## config.mk

```make
export PLATFORM = sky130hd
export DESIGN_NAME = wrs_supervisor
export DESIGN_NICKNAME = d
export VERILOG_FILES = /design/src/logic/wrs_pkg.sv /design/src/logic/wrs_supervisor.sv /design/src/logic/wrs_sync.sv
export VERILOG_INCLUDE_DIRS = /design/src /design/src/logic
export SDC_FILE = /design/constraint.sdc
export NUM_CORES = 1
export LEC_CHECK = 0
export BUFFER_PORTS_ARGS = -buffer_cell sky130_fd_sc_hd__buf_4
export CAP_MARGIN = 10
export CORE_MARGIN = 5
export CORE_UTILIZATION = 50
export DETAILED_ROUTE_END_ITERATION = 6
export PLACE_DENSITY = 0.75
export SKIP_LAST_GASP = 1
export SYNTH_ARGS = -nofsm -noshare
export SYNTH_HDL_FRONTEND = slang
export SYNTH_SLANG_ARGS = --single-unit
```

## constraint.sdc

```tcl
create_clock -name clock -period 3.05 [get_ports clock]
set_clock_uncertainty 0.1 [all_clocks]
set_input_delay 0.1525 -clock clock [delete_from_list [all_inputs] [get_ports clock]]
set_output_delay 0.1525 -clock clock [all_outputs]
set_load 0.005 [all_outputs]
```

## src/logic/wrs_map.svh

```systemverilog
// Purpose : Timing constants for the watchdog and reset supervisor
// Assumes : Core clock of 125 MHz
// Notes   : Cycle counts are derived from the printed times
`ifndef WRS_MAP_SVH
`define WRS_MAP_SVH

// Clock rate in kHz (period 8 ns)
`define WRS_CLK_KHZ        32'd125000
// Watchdog timeout period, nominal 1.6 s, legal 1.0 s to 2.25 s
`define WRS_WD_PERIOD_MS   32'd1600
`define WRS_WD_CYCLES      (`WRS_WD_PERIOD_MS * `WRS_CLK_KHZ)
// Reset hold period after both reset causes clear
`define WRS_HOLD_MS        32'd200
`define WRS_HOLD_CYCLES    (`WRS_HOLD_MS * `WRS_CLK_KHZ)
// Shortest kick pulse that must be seen, rounded up to whole cycles
`define WRS_KICK_PULSE_NS  32'd100
`define WRS_KICK_CYCLES    ((`WRS_KICK_PULSE_NS * `WRS_CLK_KHZ \
                            + 32'd999999) / 32'd1000000)
// Reset values of the synchronised pins
`define WRS_MR_RST_VAL     1'b1
// Supply taken as good in reset, so the watchdog output does not dip
`define WRS_LOW_RST_VAL    1'b0

`endif

```

## src/logic/wrs_pkg.sv

```systemverilog
// Purpose : Types for the watchdog and reset supervisor
// Assumes : Nothing beyond SystemVerilog
// Notes   : Reset sequencer states are Gray coded along the usual path
package wrs_pkg;

	// Reset sequencer: asserted -> holding -> running
	typedef enum logic [1:0] {
		WRS_ST_ASSERT = 2'b00,
		WRS_ST_HOLD   = 2'b01,
		WRS_ST_RUN    = 2'b11
	} wrs_rst_state_t;

endpackage

```

## src/logic/wrs_supervisor.sv

```systemverilog
// Purpose : Watchdog timer, reset sequencer and power-fail pass-through
// Assumes : 125 MHz core clock; all pin inputs asynchronous to it
// Notes   : Watchdog output only resets the system if wired back externally
`timescale 1ns/1ps
`include "wrs_map.svh"

module wrs_supervisor
	import wrs_pkg::*;
#(
	parameter int unsigned CNT_W       = 28,
	parameter int unsigned WD_CYCLES   = `WRS_WD_CYCLES,
	parameter int unsigned HOLD_CYCLES = `WRS_HOLD_CYCLES
) (
	input  wire logic clock,              // Core clock, 125 MHz
	input  wire logic resetn,             // Async reset, active low
	input  wire logic watchdog_kick_in,   // Processor activity line
	input  wire logic manual_reset_n,     // Manual reset, active low
	input  wire logic supply_low_in,      // Supply below threshold, high
	input  wire logic supply_warn_in,     // Power-fail comparator tripped
	output logic      watchdog_timeout_n, // Watchdog expired, active low
	output logic      sys_rst_low,        // System reset, active low
	output logic      sys_rst_high,       // System reset, active high
	output logic      supply_warn_n       // Power-fail warning, active low
);

	//--------------------------------------------------------------
	// Pin synchronisation
	//--------------------------------------------------------------

	// Reset levels: no warning, manual reset idle, supply good, kick low
	localparam logic [3:0] SYNC_RST = {1'b0, `WRS_MR_RST_VAL,
	                                   `WRS_LOW_RST_VAL, 1'b0};
	localparam logic [CNT_W-1:0] WD_LAST   = CNT_W'(WD_CYCLES - 1);
	localparam logic [CNT_W-1:0] HOLD_LAST = CNT_W'(HOLD_CYCLES - 1);

	logic [3:0]       pins_s;
	logic             kick_s;
	logic             mr_s;
	logic             supply_low_s;
	logic             warn_s;
	logic             kick_prev_q;
	logic             kick_edge;
	logic             rst_cause;
	logic [CNT_W-1:0] wd_cnt_q;
	logic [CNT_W-1:0] hold_cnt_q;
	logic             wd_expired_q;
	wrs_rst_state_t   rst_state_q;

	// Every pin except resetn passes two flops before use
	wrs_sync #(
		.W       (4),
		.RST_VAL (SYNC_RST)
	) u_sync (
		.clock    (clock),
		.resetn   (resetn),
		.async_in ({supply_warn_in, manual_reset_n,
		            supply_low_in, watchdog_kick_in}),
		.sync_out (pins_s)
	);

	assign kick_s       = pins_s[0];
	assign supply_low_s = pins_s[1];
	assign mr_s         = pins_s[2];
	assign warn_s       = pins_s[3];

	//--------------------------------------------------------------
	// Watchdog timer
	//--------------------------------------------------------------

	// Previous synchronised kick level for edge detection
	always_ff @(posedge clock or negedge resetn) begin
		if (!resetn) begin
			kick_prev_q <= 1'b0;
		end else begin
			kick_prev_q <= kick_s;
		end
	end

	// Both edges count, so any pulse wider than a cycle restarts
	assign kick_edge = kick_s ^ kick_prev_q;

	// Tick counter since the last kick edge
	always_ff @(posedge clock or negedge resetn) begin
		if (!resetn) begin
			wd_cnt_q <= '0;
		end else if (supply_low_s || kick_edge) begin
			wd_cnt_q <= '0;
		end else if (wd_cnt_q != WD_LAST) begin
			wd_cnt_q <= wd_cnt_q + 1'b1;
		end
	end

	// Expired flag; a later kick edge clears it
	always_ff @(posedge clock or negedge resetn) begin
		if (!resetn) begin
			wd_expired_q <= 1'b0;
		end else if (supply_low_s || kick_edge) begin
			wd_expired_q <= 1'b0;
		end else if (wd_cnt_q == WD_LAST) begin
			wd_expired_q <= 1'b1;
		end
	end

	// Watchdog output; supply low overrides at once
	always_ff @(posedge clock or negedge resetn) begin
		if (!resetn) begin
			watchdog_timeout_n <= 1'b1;
		end else if (supply_low_s) begin
			watchdog_timeout_n <= 1'b0;
		end else if (kick_edge) begin
			watchdog_timeout_n <= 1'b1;
		end else if (wd_cnt_q == WD_LAST || wd_expired_q) begin
			watchdog_timeout_n <= 1'b0;
		end else begin
			watchdog_timeout_n <= 1'b1;
		end
	end

	//--------------------------------------------------------------
	// Reset sequencer
	//--------------------------------------------------------------

	// Watchdog resets reach here only via the external loop to manual
	assign rst_cause = supply_low_s || !mr_s;

	// Assert, then hold for the reset period once causes clear
	always_ff @(posedge clock or negedge resetn) begin
		if (!resetn) begin
			rst_state_q <= WRS_ST_ASSERT;
		end else if (rst_cause) begin
			rst_state_q <= WRS_ST_ASSERT;
		end else begin
			unique case (rst_state_q)
				WRS_ST_ASSERT: begin
					rst_state_q <= WRS_ST_HOLD;
				end
				WRS_ST_HOLD: begin
					if (hold_cnt_q == HOLD_LAST) begin
						rst_state_q <= WRS_ST_RUN;
					end
				end
				WRS_ST_RUN: begin
					rst_state_q <= WRS_ST_RUN;
				end
				default: begin
					rst_state_q <= WRS_ST_ASSERT;
				end
			endcase
		end
	end

	// Hold period counter, restarted by any new cause
	always_ff @(posedge clock or negedge resetn) begin
		if (!resetn) begin
			hold_cnt_q <= '0;
		end else if (rst_state_q != WRS_ST_HOLD || rst_cause) begin
			hold_cnt_q <= '0;
		end else begin
			hold_cnt_q <= hold_cnt_q + 1'b1;
		end
	end

	// Complementary reset outputs from one next-state term
	always_ff @(posedge clock or negedge resetn) begin
		if (!resetn) begin
			sys_rst_low  <= 1'b0;
			sys_rst_high <= 1'b1;
		end else begin
			sys_rst_low  <= !rst_cause
			                && rst_state_q == WRS_ST_RUN;
			sys_rst_high <= rst_cause
			                || rst_state_q != WRS_ST_RUN;
		end
	end

	//--------------------------------------------------------------
	// Power-fail pass-through
	//--------------------------------------------------------------

	// Independent of every other function
	always_ff @(posedge clock or negedge resetn) begin
		if (!resetn) begin
			supply_warn_n <= 1'b1;
		end else begin
			supply_warn_n <= !warn_s;
		end
	end
endmodule

```

## src/logic/wrs_sync.sv

```systemverilog
// Purpose : Two flip-flop synchroniser for asynchronous pins
// Assumes : Inputs may change at any time relative to clock
// Notes   : The first stage is read by the second stage only
`timescale 1ns/1ps

module wrs_sync #(
	parameter int          W       = 1,
	parameter logic [W-1:0] RST_VAL = '0
) (
	input  wire logic         clock,   // Core clock
	input  wire logic         resetn,  // Async reset, active low
	input  wire logic [W-1:0] async_in, // Pin levels
	output logic      [W-1:0] sync_out  // Synchronised levels
);

	logic [W-1:0] meta_q;

	// Two stages per bit
	always_ff @(posedge clock or negedge resetn) begin
		if (!resetn) begin
			meta_q   <= RST_VAL;
			sync_out <= RST_VAL;
		end else begin
			meta_q   <= async_in;
			sync_out <= meta_q;
		end
	end

endmodule

```

==> results of run 1 <==
-- final timing paths --
check,startpoint,endpoint,slack [ns],cells after the start
max,wd_cnt_q[20]$_DFFE_PN0P_,wd_cnt_q[1]$_DFFE_PN0P_,0.79,5
min,u_sync.meta_q[1]$_DFF_PN0_,u_sync.sync_out[1]$_DFF_PN0_,0.25,0
max reg2reg,wd_cnt_q[20]$_DFFE_PN0P_,wd_cnt_q[1]$_DFFE_PN0P_,0.79,5
min reg2reg,u_sync.meta_q[1]$_DFF_PN0_,u_sync.sync_out[1]$_DFF_PN0_,0.25,0
max in group asynchronous,resetn,hold_cnt_q[6]$_DFF_PN0_,1.90,2
min in group asynchronous,resetn,wd_cnt_q[5]$_DFFE_PN0P_,0.38,2
-- area by class of cell --
class | instances | share of cell area, %
inverters | 6 | 0.594
multi-input cells | 245 | 40.3
flip-flops and latches | 72 | 47.7
repair buffers | 14 | 3.10
clock buffers | 13 | 3.93
clock inverters | 3 | 1.72
well taps | 80 | 2.64
-- power breakdown --
group | switching [W] | total, W | internal [W]
logic | 0.0000364 | 0.0000520 | 0.0000156
registers | 0.00000579 | 0.000973 | 0.000967
clock network | 0.000327 | 0.000810 | 0.000483
total | 0.000369 | 0.00183 | 0.00147
-- cells by family after synthesis --
family | after synthesis | synth area share [%]
muxes | 2 | 0.587
buffers and inverters | 15 | 2.09
xor gates and xnor gates | 44 | 11.3
adders and majority gates | 2 | 0.734
DFF | 72 | 53.0
AOI/OAI and AO/OA | 23 | 3.85
and+or+nand+nor | 174 | 28.4
-- per-layer routing --
layer	up-vias	routed length, um	track usage, %
met2	50	3210	29.0
met4	0	72	6.56
met1	1195	2830	19.7
li1	1184	-	-
met5	-	0	0
met3	10	278	5.61
-- synthesized netlist by cell type (3+ instances only) --
cell	count
nand3_1	21
inv_1	6
clkbuf_1	6
and2_1	4
o31ai_1	3
xor2_1	32
nor4_1	8
o21ai_0	9
nand2b_1	4
a21oi_1	7
and4_1	6
and3_1	10
nor4_2	3
nor2_1	54
or4_1	3
dfrtp_1	67
dfstp_2	5
nand2_1	21
nor3_1	5
xnor2_1	12
or3_1	5
nand4_1	14
-- repair_timing --
item / in CTS / in global routing
resized for setup: 0 / 0
hold buffers: 5 / 0
endpoints found under the hold margin: 71 / 0
-- state kept, by name, summed over array words and instances, names as in the netlist --
signal and cells:
wd_cnt_q 28, u_sync.meta_q 4, hold_cnt_q 28, kick_prev_q 1, sys_rst_low 1, watchdog_timeout_n 1
wd_expired_q 1, rst_state_q 2, supply_warn_n 1, u_sync.sync_out 4, sys_rst_high 1
-- through the flow --
| step | cells | worst slack, ns |
|---|---|---|
| CTS | 433 | 0.796 |
| detailed placement | 412 | 0.810 |
| floorplan | 332 | 0.937 |
| finish | 433 | 0.792 |
| global placement | 412 | 0.851 |
| global route | 433 | 0.565 |
==> impl_metrics.py, run 1 <==
metrics = {
    "drt": {
        "drc": 0,
        "avgRoutedWirePerCell_um": 14.7,
        "wirelength_um": 6390,
        "num_vias": 2439,
        "dr.pass1.iters": 4,
        "via_per_inst": 5.63,
        "drtIter0Drc": 108,
        "ant_nets": 0,
    },
    "place": {
        "placed_area_mm2": 0.00353,
        "dp_hpwl_um": 4040,
        "gp_congestion": 0.855,
        "io_buffers": 9,
    },
    "clock_network": {
        "clkLatencyLatePin_ns": 0.34,
        "clk_pin_slew_worst_paths_ns": 0.07,
        "cts_setup_buffers": 0,
        "cts_tree": "built",
        "clock_path_buffers": 2,
        "cts-root-buf": "clkbuf_8",
        "cts_made_buffers": 9,
        "clock_sinks": 72,
        "cts_max_level": 3,
    },
    "synthesis": {
        "ys_seq_area_share_pct": 53.0,
        "syn_inst": 332,
        "synth_top_area_share_pct": 49.2,
        "netlist.top_cell.by_area": "dfrtp_1",
        "ys_types": 43,
        "synth_area_mm2": 0.00341,
        "syn_nets": 340,
        "synth_area_leaders": "dfrtp_1 (49%), xor2_1 (8.2%), nor2_1 (5.9%), dfstp_2 (3.9%), nand3_1 (3.1%)",
        "async_reset_ff_share_pct": 100,
        "synth_warnings": 0,
        "ys.flop_type": "dfrtp_1",
        "ys_seq_elements": 72,
        "avgSynthCellArea_um2": 10.3,
        "synth_edf_count": 0,
    },
    "floorplanning": {
        "die_h_um": 92.6,
        "initial_core_util_pct": 50.7,
        "dieWidth_um": 92.6,
        "io_pins": 10,
        "core_mm2": 0.00672,
        "rows": 30,
        "die_area_mm2": 0.00857,
    },
    "sta": {
        "timing.fmax_mhz": 443,
        "final_max_slew_viol_count": 0,
        "setup_viol": 0,
        "post-route-min-period_ns": 2.26,
        "worstMarginPinSlew_ns": 1.04,
        "whs_ns": 0.251,
        "worst_slew_margin_rel_pct": 30.6,
        "fin_crit_sh_pct": 74.0,
        "hold_viol_final": 0,
        "grt_setup_unrepaired": "no",
        "fin_tns_setup_ns": 0,
    },
    "outcome": {
        "outcome": "finished, final reports clean",
    },
    "setup_path": {
        "cp_slowest_cell": "or4_1",
        "slowest_delay_ns": 0.53,
        "path_cells": "or4_1 > or4_4 > nor2_4 > mux2i_1 > nor2_1",
        "criticalPathCategory": "flip-flop to flip-flop",
        "critPathRequiredTime_ns": 3.13,
        "cpLargestDelayFamily": "simple AND/OR/NAND/NOR gates",
        "cp_data_arrival_time_ns": 2.34,
        "worst-path-max-fanout": 11,
        "critPathBufInv": 0,
        "end_kind": "flip-flop",
        "cp-start-kind": "flip-flop",
    },
    "final_layout": {
        "layout_commonest_cell": "dfrtp_1",
        "final_cell_area_mm2": 0.00379,
        "final_core_util_pct": 56.4,
        "final_cell_mix": "dfrtp_1 (67), nor2_1 (54), xor2_1 (32)",
        "num_antenna_cells": 0,
        "drive_gt1_share_pct": 9.92,
        "multi_input_area_mm2": 0.00153,
        "nFillCells": 552,
        "layout.nets": 356,
        "area_growth_syn_to_layout_pct": 11.2,
        "register_area_mm2": 0.00181,
    },
    "pwr": {
        "ir_drop_mv": 0.545,
        "total_power_w": 0.00183,
        "p_per_area_mw_per_mm2": 484,
        "leakagePower_nw": 1.56,
    },
    "global_route": {
        "grt_pass1_wl_um": 11600,
        "grt_pass1_vias": 2498,
        "grt-ovfl-total": 0,
        "grt_max_degree": 73,
        "track_usage_pct": 17.0,
        "grt_antenna_before_repair": 0,
    },
    "worst_hold_path": {
        "hold_path.class": "flip-flop to flip-flop",
    },
    "run": {
        "drv_cap": 0,
    },
}
Power figures use the tool's default switching activity.
==> run 2: changes to the inputs <==
--- a/config.mk
+++ b/config.mk
@@ -11,7 +11,7 @@
 export CORE_MARGIN = 5
 export CORE_UTILIZATION = 50
 export DETAILED_ROUTE_END_ITERATION = 6
-export PLACE_DENSITY = 0.75
+export PLACE_DENSITY = 0.78
 export SKIP_LAST_GASP = 1
 export SYNTH_ARGS = -nofsm -noshare
 export SYNTH_HDL_FRONTEND = slang
==> constraint.sdc (replaced) <==
create_clock -name clock -period 2 [get_ports clock]
set_clock_uncertainty 0.1 [all_clocks]
set_input_delay 0.1 -clock clock [delete_from_list [all_inputs] [get_ports clock]]
set_output_delay 0.1 -clock clock [all_outputs]
set_load 0.005 [all_outputs]
==> impl_metrics.py, run 2 (same netlist as run 1, synthesis figures left out) <==
metrics = {
    "outcome": {
        "outcome": "finished, violations left",
        "violations": "setup timing",
    },
    "final_layout": {
        "area_growth_syn_to_layout_pct": 23.0,
        "stdcell_count": 474,
        "drive_gt1_share_pct": 22.8,
        "final_cell_area_mm2": 0.00419,
        "final_cell_mix": "dfrtp_1 (67), nor2_1 (54), buf_4 (47)",
        "layout.nets": 397,
        "layout_commonest_cell": "dfrtp_1",
        "num_antenna_cells": 0,
        "largestRegisters": "hold_cnt_q x28, wd_cnt_q x28",
    },
    "setup_path": {
        "cpLargestDelayFamily": "simple AND/OR/NAND/NOR gates",
        "cp_slowest_cell": "or4_4",
        "r2r_end": "wd_expired_q$_DFFE_PN0P_",
        "path_cells": "or4bb_1 > or4_4 > nor2_4 > buf_6 > or2_4 > and2_1",
        "regToRegSetupSlack_ns": -0.16,
        "end_kind": "flip-flop",
        "r2r_start": "wd_cnt_q[18]$_DFFE_PN0P_",
        "cp-start-kind": "flip-flop",
        "worst-path-max-fanout": 7,
        "r2r_cells": 6,
        "criticalPathCategory": "flip-flop to flip-flop",
        "worst-path-stages": 6,
        "cp_data_arrival_time_ns": 2.33,
        "critPathRequiredTime_ns": 2.18,
        "critPathBufInv": 1,
        "slowest_delay_ns": 0.53,
    },
    "global_route": {
        "grt_antenna_before_repair": 0,
        "track_usage_pct": 18.0,
        "grt_pass1_vias": 2647,
        "grt_pass1_wl_um": 12200,
        "grt_max_degree": 43,
        "grt-ovfl-total": 0,
    },
    "clock_network": {
        "cts_tree": "built",
        "cts_max_level": 3,
        "cts_made_buffers": 9,
        "clkLatencyLatePin_ns": 0.35,
        "clock_sinks": 72,
        "cts-root-buf": "clkbuf_8",
        "clk_pin_slew_worst_paths_ns": 0.08,
        "clock_path_buffers": 2,
    },
    "place": {
        "dp_hpwl_um": 4620,
        "gp_congestion": 0.847,
        "placed_area_mm2": 0.00378,
        "io_buffers": 9,
        "dp.cells": 444,
    },
    "drt": {
        "num_vias": 2637,
        "drc": 0,
        "dr.pass1.iters": 4,
        "avgRoutedWirePerCell_um": 15.1,
        "drtIter0Drc": 137,
        "via_per_inst": 5.56,
        "ant_nets": 0,
        "wirelength_um": 7160,
    },
    "pwr": {
        "leakagePower_nw": 1.78,
        "ir_drop_mv": 0.625,
        "p_per_area_mw_per_mm2": 672,
        "total_power_w": 0.00282,
    },
    "floorplanning": {
        "dieWidth_um": 92.6,
        "rows": 30,
        "initial_core_util_pct": 50.7,
        "core_mm2": 0.00672,
        "io_pins": 10,
        "die_area_mm2": 0.00857,
        "die_h_um": 92.6,
    },
    "worst_hold_path": {
        "hold_path.class": "input port to asynchronous set/reset pin",
    },
    "sta": {
        "worst_slew_margin_rel_pct": 64.5,
        "hold_viol_final": 0,
        "grt_setup_unrepaired": "yes",
        "setup_slack_ns": -0.156,
        "post-route-min-period_ns": 2.16,
        "fin_crit_sh_pct": 108,
        "worstMarginPinSlew_ns": 0.533,
        "setup_viol": 11,
        "timing.fmax_mhz": 464,
        "final_max_slew_viol_count": 0,
    },
    "run": {
        "drv_cap": 0,
    },
}
==> run 2: changes by cell type in the layout (fill, tap and decap cells not counted), sizes merged <==
cell | previous run | this run
buf | 9 | 50
clkbuf | 13 | 10
clkinv | 1 | 2
clkinvlp | 0 | 2
==> run 2: worst register-to-register path, cell delays in order, from the launching register on <==
cell     delay [ns]
dfrtp_1        0.40
or4bb_1        0.47
or4_4          0.53
nor2_4         0.22
buf_6          0.14
or2_4          0.11
and2_1         0.12
==> run 2: layout make-up <==
type	count	area, um2
Clock buffer	10	128
Clock inverter	6	85.1
Timing Repair Buffer	55	445
Multi-Input combinational cell	245	1600
Fill cell	505	2530
Tap cell	80	100
Sequential cell	72	1810
Inverter	6	22.5
==> run 2: worst max path at each step <==
stage                        startpoint                        to  slack [ns]
6_report       wd_cnt_q[18]$_DFFE_PN0P_  wd_expired_q$_DFFE_PN0P_       -0.16
3_5_place_dp   wd_cnt_q[18]$_DFFE_PN0P_  wd_expired_q$_DFFE_PN0P_       -0.16
5_1_grt        wd_cnt_q[20]$_DFFE_PN0P_   wd_cnt_q[4]$_DFFE_PN0P_       -0.23
4_1_cts        wd_cnt_q[18]$_DFFE_PN0P_  wd_expired_q$_DFFE_PN0P_       -0.17
3_3_place_gp   wd_cnt_q[18]$_DFFE_PN0P_   wd_cnt_q[6]$_DFFE_PN0P_       -0.12
2_1_floorplan  wd_cnt_q[11]$_DFFE_PN0P_   wd_cnt_q[1]$_DFFE_PN0P_       -0.06
==> run 2: stage by stage <==
step           worst slack (ns)  utilization, %  hold slack [ns]  setup TNS (ns)
3_5_place_dp             -0.162            56.3           0.0141           -1.20
4_1_cts                  -0.170            60.4            0.176           -1.28
6_report                 -0.156            62.4            0.177           -1.25
5_1_grt                  -0.234            62.4            0.201           -2.20
3_3_place_gp             -0.119            56.3          0.00997          -0.755
2_1_floorplan           -0.0562               -           -0.296         -0.0838
==> run 2: where the power goes <==
group / internal [W] / switching [W]
Sequential: 0.00147 / 0.00000790
Clock: 0.000698 / 0.000541
Combinational: 0.0000352 / 0.0000617
==> run 2: metal layers <==
metal  track usage [%]  vias to the layer above  wire length (um)
li1                  -                     1271                 -
met1              21.9                     1299              3080
met2              29.8                       56              3640
met3              6.17                       11               333
met4              5.94                        0               101
met5                 0                        -                 0
==> run 2: what timing repair did <==
action / in CTS / in global routing
hold endpoints to repair: 45 / 0
hold buffers: 5 / 0
endpoints found under the setup margin: 11 / 20
pin swaps: 1 / 11
resized for setup: 0 / 18
setup buffers: 2 / 7
==> run 3: changes to the inputs <==
--- a/config.mk
+++ b/config.mk
@@ -11,7 +11,7 @@
 export CORE_MARGIN = 5
 export CORE_UTILIZATION = 50
 export DETAILED_ROUTE_END_ITERATION = 6
-export PLACE_DENSITY = 0.78
+export PLACE_DENSITY = 0.75
 export SKIP_LAST_GASP = 1
 export SYNTH_ARGS = -nofsm -noshare
 export SYNTH_HDL_FRONTEND = slang
==> constraint.sdc (replaced) <==
create_clock -name clock -period 2.3 [get_ports clock]
set_clock_uncertainty 0.1 [all_clocks]
set_input_delay 0.115 -clock clock [delete_from_list [all_inputs] [get_ports clock]]
set_output_delay 0.115 -clock clock [all_outputs]
set_load 0.005 [all_outputs]
==> impl_metrics.py, run 3 (same netlist as run 1, synthesis figures left out) <==
metrics = {
    "pwr": {
        "p_per_area_mw_per_mm2": 594,
        "total_power_w": 0.00231,
        "combPwrFrac_pct": 3.1,
        "p_clk_share_pct": 41.0,
        "p_int_w": 0.00180,
        "ir_drop_mv": 0.415,
        "p_sw_w": 0.000507,
        "seqPwrFrac_pct": 55.9,
        "leakagePower_nw": 1.62,
        "p_sw_share_pct": 22.0,
    },
    "floorplanning": {
        "die_h_um": 92.6,
        "die_area_mm2": 0.00857,
        "io_pins": 10,
        "initial_core_util_pct": 50.7,
        "rows": 30,
        "core_mm2": 0.00672,
        "dieWidth_um": 92.6,
    },
    "final_layout": {
        "register_area_mm2": 0.00181,
        "drive_gt1_share_pct": 14.4,
        "final_core_util_pct": 57.8,
        "nFillCells": 562,
        "layout.nets": 371,
        "largestRegisters": "hold_cnt_q x28, wd_cnt_q x28",
        "num_antenna_cells": 0,
        "multi_input_area_mm2": 0.00154,
        "layout_commonest_cell": "dfrtp_1",
        "area_growth_syn_to_layout_pct": 13.9,
        "final_cell_mix": "dfrtp_1 (67), nor2_1 (54), xor2_1 (32)",
    },
    "setup_path": {
        "critPathRequiredTime_ns": 2.42,
        "r2r_end": "wd_cnt_q[3]$_DFFE_PN0P_",
        "worst-path-max-fanout": 3,
        "path_cells": "or4_1 > or4_4 > o21ai_0 > xor2_1 > nor2_1",
        "regToRegSetupSlack_ns": 0.16,
        "cp-start-kind": "flip-flop",
        "r2r_start": "wd_cnt_q[20]$_DFFE_PN0P_",
        "end_kind": "flip-flop",
        "r2r_cells": 5,
        "cp_slowest_cell": "or4_4",
        "criticalPathCategory": "flip-flop to flip-flop",
        "cp_data_arrival_time_ns": 2.26,
        "slowest_delay_ns": 0.52,
    },
    "clock_network": {
        "clock_path_buffers": 2,
        "clock_sinks": 72,
        "clkLatencyLatePin_ns": 0.34,
        "cts_made_buffers": 9,
        "cts-root-buf": "clkbuf_8",
        "cts_tree": "built",
        "cts_max_level": 3,
        "cts_setup_buffers": 0,
        "clk_pin_slew_worst_paths_ns": 0.08,
    },
    "sta": {
        "grt_setup_unrepaired": "no",
        "fin_crit_sh_pct": 93.1,
        "hold_viol_final": 0,
        "worstMarginPinSlew_ns": 0.866,
        "final_max_slew_viol_count": 0,
        "timing.fmax_mhz": 467,
        "post-route-min-period_ns": 2.14,
        "setup_slack_ns": 0.158,
        "fin_tns_setup_ns": 0,
        "whs_ns": 0.252,
        "setup_viol": 0,
        "worst_slew_margin_rel_pct": 42.2,
    },
    "run": {
        "drv_cap": 0,
    },
    "drt": {
        "dr.pass1.iters": 4,
        "ant_nets": 0,
        "dr_wl_met2_um": 3130,
        "via_per_inst": 5.51,
        "wl_met1_um": 2910,
        "drc": 0,
        "top_layer": "met4",
        "drtIter0Drc": 95,
        "wirelength_um": 6280,
        "avgRoutedWirePerCell_um": 14.0,
        "num_vias": 2467,
        "met3_length_um": 187,
    },
    "worst_hold_path": {
        "hp-start": "u_sync.meta_q[1]$_DFF_PN0_",
        "hold_path.class": "flip-flop to flip-flop",
        "hold_depth": 0,
        "min_to": "u_sync.sync_out[1]$_DFF_PN0_",
    },
    "global_route": {
        "grt_pass1_vias": 2521,
        "grt_pass1_wl_um": 11300,
        "grt_antenna_before_repair": 0,
        "grt_max_degree": 73,
        "track_usage_pct": 16.5,
        "grt-ovfl-total": 0,
    },
    "outcome": {
        "outcome": "finished, final reports clean",
    },
    "place": {
        "gp_congestion": 0.806,
        "preCtsSetupSlack_ns": 0.148,
        "dp_hpwl_um": 4140,
        "io_buffers": 9,
    },
}
run 3: changes by cell type in the layout (fill, tap and decap cells not counted), moves of 2 or more:
cell and delta:
o21ai_0 +2, buf_4 -23, buf_6 -2, nor4b_1 +2
o21ai_2 -2, nor4b_2 -2
run 3: per-stage QoR:
step / cells / area [um2]
detailed placement: 427 / 3640
finish: 448 / 3880
floorplan: 332 / 3410
CTS: 448 / 3880
global placement: 427 / 3640
global route: 448 / 3880
run 3: worst max-delay path by stage:
stage                                  start                 endpoint  slack, ns  depth (start not counted)
global placement    wd_cnt_q[20]$_DFFE_PN0P_  wd_cnt_q[1]$_DFFE_PN0P_       0.19                          5
finish              wd_cnt_q[20]$_DFFE_PN0P_  wd_cnt_q[3]$_DFFE_PN0P_       0.16                          5
global route        wd_cnt_q[20]$_DFFE_PN0P_  wd_cnt_q[1]$_DFFE_PN0P_       0.04                          5
CTS                 wd_cnt_q[20]$_DFFE_PN0P_  wd_cnt_q[1]$_DFFE_PN0P_       0.13                          5
floorplan           wd_cnt_q[13]$_DFFE_PN0P_  wd_cnt_q[1]$_DFFE_PN0P_       0.19                          7
detailed placement  wd_cnt_q[20]$_DFFE_PN0P_  wd_cnt_q[1]$_DFFE_PN0P_       0.15                          5
run 3: repair_timing:
| action | 4_1_cts | 5_1_grt |
|---|---|---|
| resized for setup | 0 | 1 |
| endpoints found under the setup margin | 0 | 1 |
| hold endpoints to repair | 71 | 0 |
| hold buffers | 5 | 0 |
run 3: layout make-up:
cell class | count | area share, %
Multi-Input combinational cell | 245 | 39.5
Clock buffer | 10 | 3.29
Clock inverter | 6 | 1.55
Tap cell | 80 | 2.58
Timing Repair Buffer | 29 | 5.93
Sequential cell | 72 | 46.6
Inverter | 6 | 0.580
run 3: worst max-delay path, delay by kind of cell, from the launching register on:
| family | cells | cell delay, ns |
|---|---|---|
| and+or+nand+nor | 3 | 1.09 |
| AOI/OAI and AO/OA | 1 | 0.27 |
| xor gates and xnor gates | 1 | 0.20 |
| DFF | 1 | 0.37 |
run 3: routing by layer:
metal / up-vias / global-route usage, %
li1: 1220 / -
met4: 0 / 5.94
met1: 1211 / 19.9
met2: 29 / 27.4
met5: - / 0
met3: 7 / 5.61
run 3: power by group through the flow:
stage          Sequential [W]  Combinational, W  Clock, W
6_report              0.00129         0.0000718  0.000945
5_1_grt               0.00129         0.0000827   0.00104
4_1_cts               0.00129         0.0000745  0.000979
3_5_place_dp          0.00131         0.0000675         0
3_3_place_gp          0.00131         0.0000660         0
2_1_floorplan         0.00131         0.0000257         0
